[src/core/afs_pkg.sv]
package afs_pkg;
  // Register offsets
  localparam logic [7:0] CHANNEL_FAULT_STATUS_OFS    = 8'h70;
  localparam logic [7:0] GLOBAL_FAULT_STATUS_ONE_OFS = 8'h71;
  localparam logic [7:0] FAULT_CLEAR_OFS             = 8'h78;
  // Reset values
  localparam logic [7:0] CHANNEL_FAULT_STATUS_RST    = 8'h00;
  localparam logic [7:0] GLOBAL_FAULT_STATUS_ONE_RST = 8'h00;
  // Channel fault bit positions
  localparam int LEFT_DC_BIT    = 3;
  localparam int RIGHT_DC_BIT   = 2;
  localparam int LEFT_OC_BIT    = 1;
  localparam int RIGHT_OC_BIT   = 0;
  // Global fault one bit positions
  localparam int OTP_CRC_BIT    = 7;
  localparam int BIQUAD_BIT     = 6;
  localparam int EEPROM_BIT     = 5;
  // Fault clear bit
  localparam int FAULT_CLEAR_BIT = 7;
endpackage : afs_pkg

[src/core/afs_fault_status.sv]
`timescale 1ns/10ps
module afs_fault_status
  import afs_pkg::*;
(
  // Clock and reset
  input  wire logic       CLK_SYS_IN,
  input  wire logic       NRST_IN,
  // Register port
  input  wire logic [7:0] REG_ADDR_IN,
  input  wire logic       REG_WR_IN,
  input  wire logic [7:0] REG_WDATA_IN,
  output logic      [7:0] REG_RDATA_OUT,
  // Fault events
  input  wire logic       LEFT_DC_DET_IN,
  input  wire logic       RIGHT_DC_DET_IN,
  input  wire logic       LEFT_OC_DET_IN,
  input  wire logic       RIGHT_OC_DET_IN,
  input  wire logic       OTP_CRC_FAIL_IN,
  input  wire logic       BIQUAD_WR_FAIL_IN,
  input  wire logic       BIQUAD_WR_OK_IN,
  input  wire logic       EEPROM_LOAD_DONE_IN,
  input  wire logic       EEPROM_LOAD_FAIL_IN,
  // Fault reporting
  output logic            POWER_HIZ_OUT,
  output logic            FAULT_OUT
);

  logic [3:0] chan_r;
  logic [3:0] chan_nxt;
  logic       otp_crc_r;
  logic       otp_crc_nxt;
  logic       biquad_write_failed_r;
  logic       biquad_write_failed_nxt;
  logic       eeprom_r;
  logic       eeprom_nxt;
  logic [7:0] rdata_r;
  logic [7:0] rdata_nxt;
  logic       clear_wr;
  logic [3:0] chan_set;

  assign clear_wr = REG_WR_IN && (REG_ADDR_IN == FAULT_CLEAR_OFS)
                    && REG_WDATA_IN[FAULT_CLEAR_BIT];

  always_comb begin
    chan_set               = '0;
    chan_set[LEFT_DC_BIT]  = LEFT_DC_DET_IN;
    chan_set[RIGHT_DC_BIT] = RIGHT_DC_DET_IN;
    chan_set[LEFT_OC_BIT]  = LEFT_OC_DET_IN;
    chan_set[RIGHT_OC_BIT] = RIGHT_OC_DET_IN;
    // Set wins over a clear in the same cycle
    chan_nxt = (clear_wr ? 4'h0 : chan_r) | chan_set;
    // Of the global bits, only the OTP CRC bit is sticky and cleared by the clear register; BIQUAD and EEPROM bits ignore it
    otp_crc_nxt = (clear_wr ? 1'b0 : otp_crc_r) | OTP_CRC_FAIL_IN;
    // Tracks most recent write outcome
    biquad_write_failed_nxt = biquad_write_failed_r;
    if (BIQUAD_WR_FAIL_IN) begin
      biquad_write_failed_nxt = 1'b1;
    end else if (BIQUAD_WR_OK_IN) begin
      biquad_write_failed_nxt = 1'b0;
    end
    eeprom_nxt = eeprom_r;
    if (EEPROM_LOAD_DONE_IN) begin
      eeprom_nxt = EEPROM_LOAD_FAIL_IN;
    end
    // Status registers are read-only; only the clear register writes
    rdata_nxt = 8'h00;
    unique case (REG_ADDR_IN)
      CHANNEL_FAULT_STATUS_OFS: begin
        rdata_nxt = {4'h0, chan_r};
      end
      GLOBAL_FAULT_STATUS_ONE_OFS: begin
        rdata_nxt = {otp_crc_r, biquad_write_failed_r, eeprom_r, 5'h00};
      end
      default: begin
        rdata_nxt = 8'h00;
      end
    endcase
  end

  always_ff @(posedge CLK_SYS_IN) begin
    if (!NRST_IN) begin
      chan_r                <= CHANNEL_FAULT_STATUS_RST[3:0];
      otp_crc_r             <= GLOBAL_FAULT_STATUS_ONE_RST[OTP_CRC_BIT];
      biquad_write_failed_r <= GLOBAL_FAULT_STATUS_ONE_RST[BIQUAD_BIT];
      eeprom_r              <= GLOBAL_FAULT_STATUS_ONE_RST[EEPROM_BIT];
      rdata_r               <= 8'h00;
    end else begin
      chan_r                <= chan_nxt;
      otp_crc_r             <= otp_crc_nxt;
      biquad_write_failed_r <= biquad_write_failed_nxt;
      eeprom_r              <= eeprom_nxt;
      rdata_r               <= rdata_nxt;
    end
  end

  assign REG_RDATA_OUT = rdata_r;
  // Direct from flags so output shuts off the cycle after the event
  assign POWER_HIZ_OUT = |chan_r;
  assign FAULT_OUT     = |chan_r;

  // Assertions
  property p_dc_set;
    @(posedge CLK_SYS_IN) disable iff (!NRST_IN)
      LEFT_DC_DET_IN |=> chan_r[LEFT_DC_BIT];
  endproperty
  a_dc_set: assert property (p_dc_set)
    else $error("left dc flag not set");

  property p_oc_set;
    @(posedge CLK_SYS_IN) disable iff (!NRST_IN)
      RIGHT_OC_DET_IN |=> chan_r[RIGHT_OC_BIT];
  endproperty
  a_oc_set: assert property (p_oc_set)
    else $error("right oc flag not set");

  property p_hiz;
    @(posedge CLK_SYS_IN) disable iff (!NRST_IN)
      (LEFT_OC_DET_IN || RIGHT_DC_DET_IN) |=> POWER_HIZ_OUT;
  endproperty
  a_hiz: assert property (p_hiz)
    else $error("power stage not hi-z");

  property p_fault_pin;
    @(posedge CLK_SYS_IN) disable iff (!NRST_IN)
      (|chan_set) |=> FAULT_OUT;
  endproperty
  a_fault_pin: assert property (p_fault_pin)
    else $error("fault pin not raised");

  property p_hold;
    @(posedge CLK_SYS_IN) disable iff (!NRST_IN)
      (chan_r[LEFT_DC_BIT] && !clear_wr) |=> chan_r[LEFT_DC_BIT];
  endproperty
  a_hold: assert property (p_hold)
    else $error("flag dropped without clear");

  property p_clear;
    @(posedge CLK_SYS_IN) disable iff (!NRST_IN)
      (clear_wr && chan_set == 4'h0) |=> (chan_r == 4'h0);
  endproperty
  a_clear: assert property (p_clear)
    else $error("clear did not clear");

  property p_otp;
    @(posedge CLK_SYS_IN) disable iff (!NRST_IN)
      OTP_CRC_FAIL_IN |=> otp_crc_r;
  endproperty
  a_otp: assert property (p_otp)
    else $error("otp flag not set");

  property p_bq;
    @(posedge CLK_SYS_IN) disable iff (!NRST_IN)
      BIQUAD_WR_FAIL_IN |=> biquad_write_failed_r;
  endproperty
  a_bq: assert property (p_bq)
    else $error("biquad flag not set");

  property p_eeprom;
    @(posedge CLK_SYS_IN) disable iff (!NRST_IN)
      EEPROM_LOAD_DONE_IN |=> (eeprom_r == $past(EEPROM_LOAD_FAIL_IN));
  endproperty
  a_eeprom: assert property (p_eeprom)
    else $error("eeprom bit wrong");

  property p_resv;
    @(posedge CLK_SYS_IN) disable iff (!NRST_IN)
      ($past(REG_ADDR_IN) == CHANNEL_FAULT_STATUS_OFS)
        |-> (REG_RDATA_OUT[7:4] == 4'h0);
  endproperty
  a_resv: assert property (p_resv)
    else $error("reserved bits nonzero");

  property p_ro;
    @(posedge CLK_SYS_IN) disable iff (!NRST_IN)
      (REG_WR_IN && REG_ADDR_IN == CHANNEL_FAULT_STATUS_OFS
       && chan_set == 4'h0) |=> (chan_r == $past(chan_r));
  endproperty
  a_ro: assert property (p_ro)
    else $error("status write took effect");

  property p_dc_right;
    @(posedge CLK_SYS_IN) disable iff (!NRST_IN)
      RIGHT_DC_DET_IN |=> chan_r[RIGHT_DC_BIT];
  endproperty
  a_dc_right: assert property (p_dc_right)
    else $error("right dc flag not set");

  property p_oc_left;
    @(posedge CLK_SYS_IN) disable iff (!NRST_IN)
      LEFT_OC_DET_IN |=> chan_r[LEFT_OC_BIT];
  endproperty
  a_oc_left: assert property (p_oc_left)
    else $error("left oc flag not set");

  // Pin must drop once a clear empties every flag
  property p_fault_off;
    @(posedge CLK_SYS_IN) disable iff (!NRST_IN)
      (clear_wr && chan_set == 4'h0) |=> (!FAULT_OUT && !POWER_HIZ_OUT);
  endproperty
  a_fault_off: assert property (p_fault_off)
    else $error("fault pin stuck after clear");

  property p_otp_hold;
    @(posedge CLK_SYS_IN) disable iff (!NRST_IN)
      (otp_crc_r && !clear_wr) |=> otp_crc_r;
  endproperty
  a_otp_hold: assert property (p_otp_hold)
    else $error("otp flag dropped without clear");

  // Fail wins when both outcomes arrive together
  property p_bq_ok;
    @(posedge CLK_SYS_IN) disable iff (!NRST_IN)
      (BIQUAD_WR_OK_IN && !BIQUAD_WR_FAIL_IN) |=> !biquad_write_failed_r;
  endproperty
  a_bq_ok: assert property (p_bq_ok)
    else $error("biquad flag kept after good write");

  property p_resv_glob;
    @(posedge CLK_SYS_IN) disable iff (!NRST_IN)
      ($past(REG_ADDR_IN) == GLOBAL_FAULT_STATUS_ONE_OFS)
        |-> (REG_RDATA_OUT[4:0] == 5'h00);
  endproperty
  a_resv_glob: assert property (p_resv_glob)
    else $error("global reserved bits nonzero");

  // No disable here: this one watches the reset itself
  property p_rst;
    @(posedge CLK_SYS_IN)
      !NRST_IN |=> (chan_r == 4'h0 && !otp_crc_r && !eeprom_r
                    && !biquad_write_failed_r && REG_RDATA_OUT == 8'h00);
  endproperty
  a_rst: assert property (p_rst)
    else $error("flags not cleared by reset");

  c_dc: cover property (@(posedge CLK_SYS_IN) LEFT_DC_DET_IN ##1 FAULT_OUT);
  c_clear: cover property (@(posedge CLK_SYS_IN) FAULT_OUT ##1 clear_wr
                           ##1 !FAULT_OUT);
  c_race: cover property (@(posedge CLK_SYS_IN) clear_wr && chan_set != 4'h0);
  c_eep: cover property (@(posedge CLK_SYS_IN)
                         EEPROM_LOAD_DONE_IN && EEPROM_LOAD_FAIL_IN);

endmodule : afs_fault_status

[config.mk]
export PLATFORM = sky130hd
export DESIGN_NAME = afs_fault_status
export DESIGN_NICKNAME = d
export VERILOG_FILES = /design/src/core/afs_pkg.sv /design/src/core/afs_fault_status.sv
export SDC_FILE = /design/constraint.sdc
export NUM_CORES = 1
export LEC_CHECK = 0
export ABC_AREA = 1
export ABC_CLOCK_PERIOD_IN_PS = 800
export BUFFER_PORTS_ARGS = -buffer_cell sky130_fd_sc_hd__buf_2
export CELL_PAD_IN_SITES_DETAIL_PLACEMENT = 1
export CELL_PAD_IN_SITES_GLOBAL_PLACEMENT = 1
export CORE_UTILIZATION = 23
export CTS_CLUSTER_SIZE = 16
export DETAILED_ROUTE_END_ITERATION = 8
export PLACE_DENSITY = 0.72
export SETUP_SLACK_MARGIN = 0.1
export SLEW_MARGIN = 25
export SYNTH_ARGS = -nofsm -noshare
export SYNTH_HDL_FRONTEND = slang
export SYNTH_SLANG_ARGS = --single-unit
[constraint.sdc]
create_clock -name CLK_SYS_IN -period 0.8 [get_ports CLK_SYS_IN]
set_clock_uncertainty 0.15 [all_clocks]
set_input_delay 0.08 -clock CLK_SYS_IN [delete_from_list [all_inputs] [get_ports CLK_SYS_IN]]
set_output_delay 0.08 -clock CLK_SYS_IN [all_outputs]
set_load 0.01 [all_outputs]
==> impl_metrics.csv <==
group,metric,value,unit
run_status,status,"finished with violations",
run_status,violations,"negative hold slack, negative setup slack",
floorplan,io_pins,38,
drt,post_drt_wl_per_cell,9.33,um
hold_path,hold_path_startpoint,"BIQUAD_WR_OK_IN",
yosys,synthCells,74,
pwr,power_density,1700,mW/mm2
place,dp_slack,-0.200,ns
floorplan,rows,17,
worst_setup_path,crit_start,"chan_r[1]",
cells_and_area,final_nets,136,
grt,grt-ovfl-total,0,
grt,grt_pass1_wl,2.10,mm
yosys,synth_seq_area_share,0.496,
pwr,irDropWorstVdd,679,uV
clocking,clkTransAtPathRegs,0.09,ns
hold_path,hold_path.class,"in -> reg",
clocking,cts_buffers,3,
yosys,yosys_warnings,0,
yosys,synthTopCellsByArea,"dfxtp_1 (50%), nand2_1 (17%), nor2_1 (8.0%)",
yosys,ys_ff_latch,14,
worst_setup_path,crit_fanout,2,
hold_path,worstHoldEndpoint,"biquad_write_failed_r",
worst_setup_path,crit_arrival,0.90,ns
floorplan,die_h,51.6,um
cells_and_area,fillers,286,
worst_setup_path,startpoint_type,"register",
grt,grt_util_all_layers,0.111,
sta,period_share,1.42,
cells_and_area,synthToLayoutAreaGrowth,55.3,%
yosys,synth_nets,102,
clocking,worstSkewPairLatency,0.28,ns
clocking,clockRootBuffer,"clkbuf_4",
drt,wirelength,1.26,mm
floorplan,dieArea,0.00266,mm2
worst_setup_path,reg2regPathDepth,5,
floorplan,start_util,0.251,
cells_and_area,final_cells,135,
cells_and_area,final_common_cell,"buf_2",
grt,grt_max_degree,15,
grt,antenna_found_initial,0,
cells_and_area,drive_gt1_frac,0.682,
sta,fin_setup_tns,-1.84,ns
run,maxCapViolations,0,
worst_setup_path,critPathKind,"reg -> out",
worst_setup_path,ff2ff_setup_slack,-0.09,ns
drt,vias,548,
sta,hold_viol_final,10,
yosys,yosysTopAreaCellShare,0.496,
drt,drtIter0Drc,5,
cells_and_area,fin_util,0.390,
grt,grt_pass1_vias,533,
sta,final.min_clock_period,1.13,ns
hold_path,min_path_cells,2,
clocking,cts_tree,"built",
place,io_buffers,29,
place,dp_hpwl,1.00,mm
clocking,clock_path_buffers,2,
cells_and_area,final_cell_mix,"buf_2 (25), nand2_1 (17), dfxtp_2 (11), nand2_2 (9), nor2_1 (8)",
drt,dr.pass1.iters,2,
sta,max_freq,882,MHz
yosys,netlist_area,566,um2
worst_setup_path,cpMaxStageDelayCell,"dfxtp_2",
sta,setup_viol,12,
worst_setup_path,crit_chain,"nor2_2 -> nand2_1 -> buf_2",
pwr,leakage,0.450,nW
drt,vias_per_cell,4.06,
pwr,totalPowerFinal,1.49,mW
worst_setup_path,cp-end-kind,"primary output",
sta,finalMaxSlewViolations,0,
yosys,synth.distinct_cells,14,
place,gp_congestion,0.712,
sta,worst_slack,-0.334,ns
sta,timing.hold.ws,-0.193,ns
drt,route.detailed.drc,0,
place,dp_cells,129,
drt,ant_nets,0,
floorplan,chipWidth,51.6,um
worst_setup_path,max_stage_delay,0.34,ns
clocking,h-tree-depth,1,
floorplan,core,0.00225,mm2
yosys,synth_top_area_cell,"dfxtp_1",
cells_and_area,antenna_cells,0,
sta,rsz0062_at_grt,"yes",
worst_setup_path,reg2reg_from,"chan_r[1]",
clocking,cts.sinks,14,
worst_setup_path,crit_required,0.57,ns
yosys,avgSynthCellArea,7.64,um2
worst_setup_path,r2r_end,"chan_r[1]",
## report_power, final
group	total (mW)	internal (mW)	switching, mW
combinational	0.214	0.103	0.111
clock	0.520	0.277	0.243
sequential	0.756	0.734	0.0218
## routing by layer
| metal | global-route usage | vias up | wire length (um) |
|---|---|---|---|
| met5 | 0 | - | 0 |
| met4 | 0.0405 | 0 | 0 |
| met3 | 0.0439 | 0 | 65 |
| met2 | 0.199 | 18 | 670 |
| met1 | 0.116 | 245 | 524 |
| li1 | - | 285 | - |
## kinds of logic after synthesis
family / synth area share
buf+inv: 0.106
flops: 0.496
simple gates: 0.352
compound gates: 0.0398
other cells: 0.00663
## repair_timing
action	4_1_cts	5_1_grt
setup buffers	1	1
pin swaps	6	5
setup endpoints to repair	23	23
hold endpoints to repair	14	10
resized for setup	13	21
## flip-flops by register name, summed over array words and instances, names as in the netlist
| signal | flops |
|---|---|
| chan_r | 4 |
| biquad_write_failed_r | 1 |
| REG_RDATA_OUT | 7 |
| otp_crc_r | 1 |
| eeprom_r | 1 |
## worst max-delay path: cells and delay by family, from the launching register on
| family | cells | cell delay (ns) |
|---|---|---|
| DFF | 1 | 0.34 |
| buffers and inverters | 1 | 0.13 |
| and+or+nand+nor | 2 | 0.15 |
## layout make-up
class | count | area [um2] | share of cell area
clock buffer | 4 | 36.3 | 0.0413
inverter | 9 | 48.8 | 0.0556
multi-input combinational | 48 | 268 | 0.305
sequential | 14 | 294 | 0.335
tap | 28 | 35.0 | 0.0399
timing repair buffer | 32 | 196 | 0.224
## per-stage QoR
| stage | cell area, um2 | hold WS, ns |
|---|---|---|
| floorplan | 589 | 0.0159 |
| global placement | 747 | 0.113 |
| detailed placement | 747 | 0.118 |
| CTS | 817 | -0.203 |
| global route | 878 | -0.204 |
| finish | 878 | -0.193 |
## Yosys cell counts (all sizes together)
| library cell | count |
|---|---|
| nand2 | 28 |
| dfxtp | 14 |
| nor2 | 13 |
| inv | 8 |
| buf | 3 |
| nand3 | 2 |
| o21ai | 2 |
| a21oi | 1 |
| clkinv | 1 |
| conb | 1 |
| nand4 | 1 |
## worst max path at each step
| stage | endpoint | slack (ns) | depth (start not counted) |
|---|---|---|---|
| 2_1_floorplan | POWER_HIZ_OUT | -0.06 | 3 |
| 3_3_place_gp | chan_r[0] | -0.17 | 7 |
| 3_5_place_dp | otp_crc_r | -0.20 | 7 |
| 4_1_cts | FAULT_OUT | -0.35 | 3 |
| 5_1_grt | FAULT_OUT | -0.41 | 3 |
| 6_report | FAULT_OUT | -0.33 | 3 |
No activity file was read; power rests on OpenSTA's default activity.
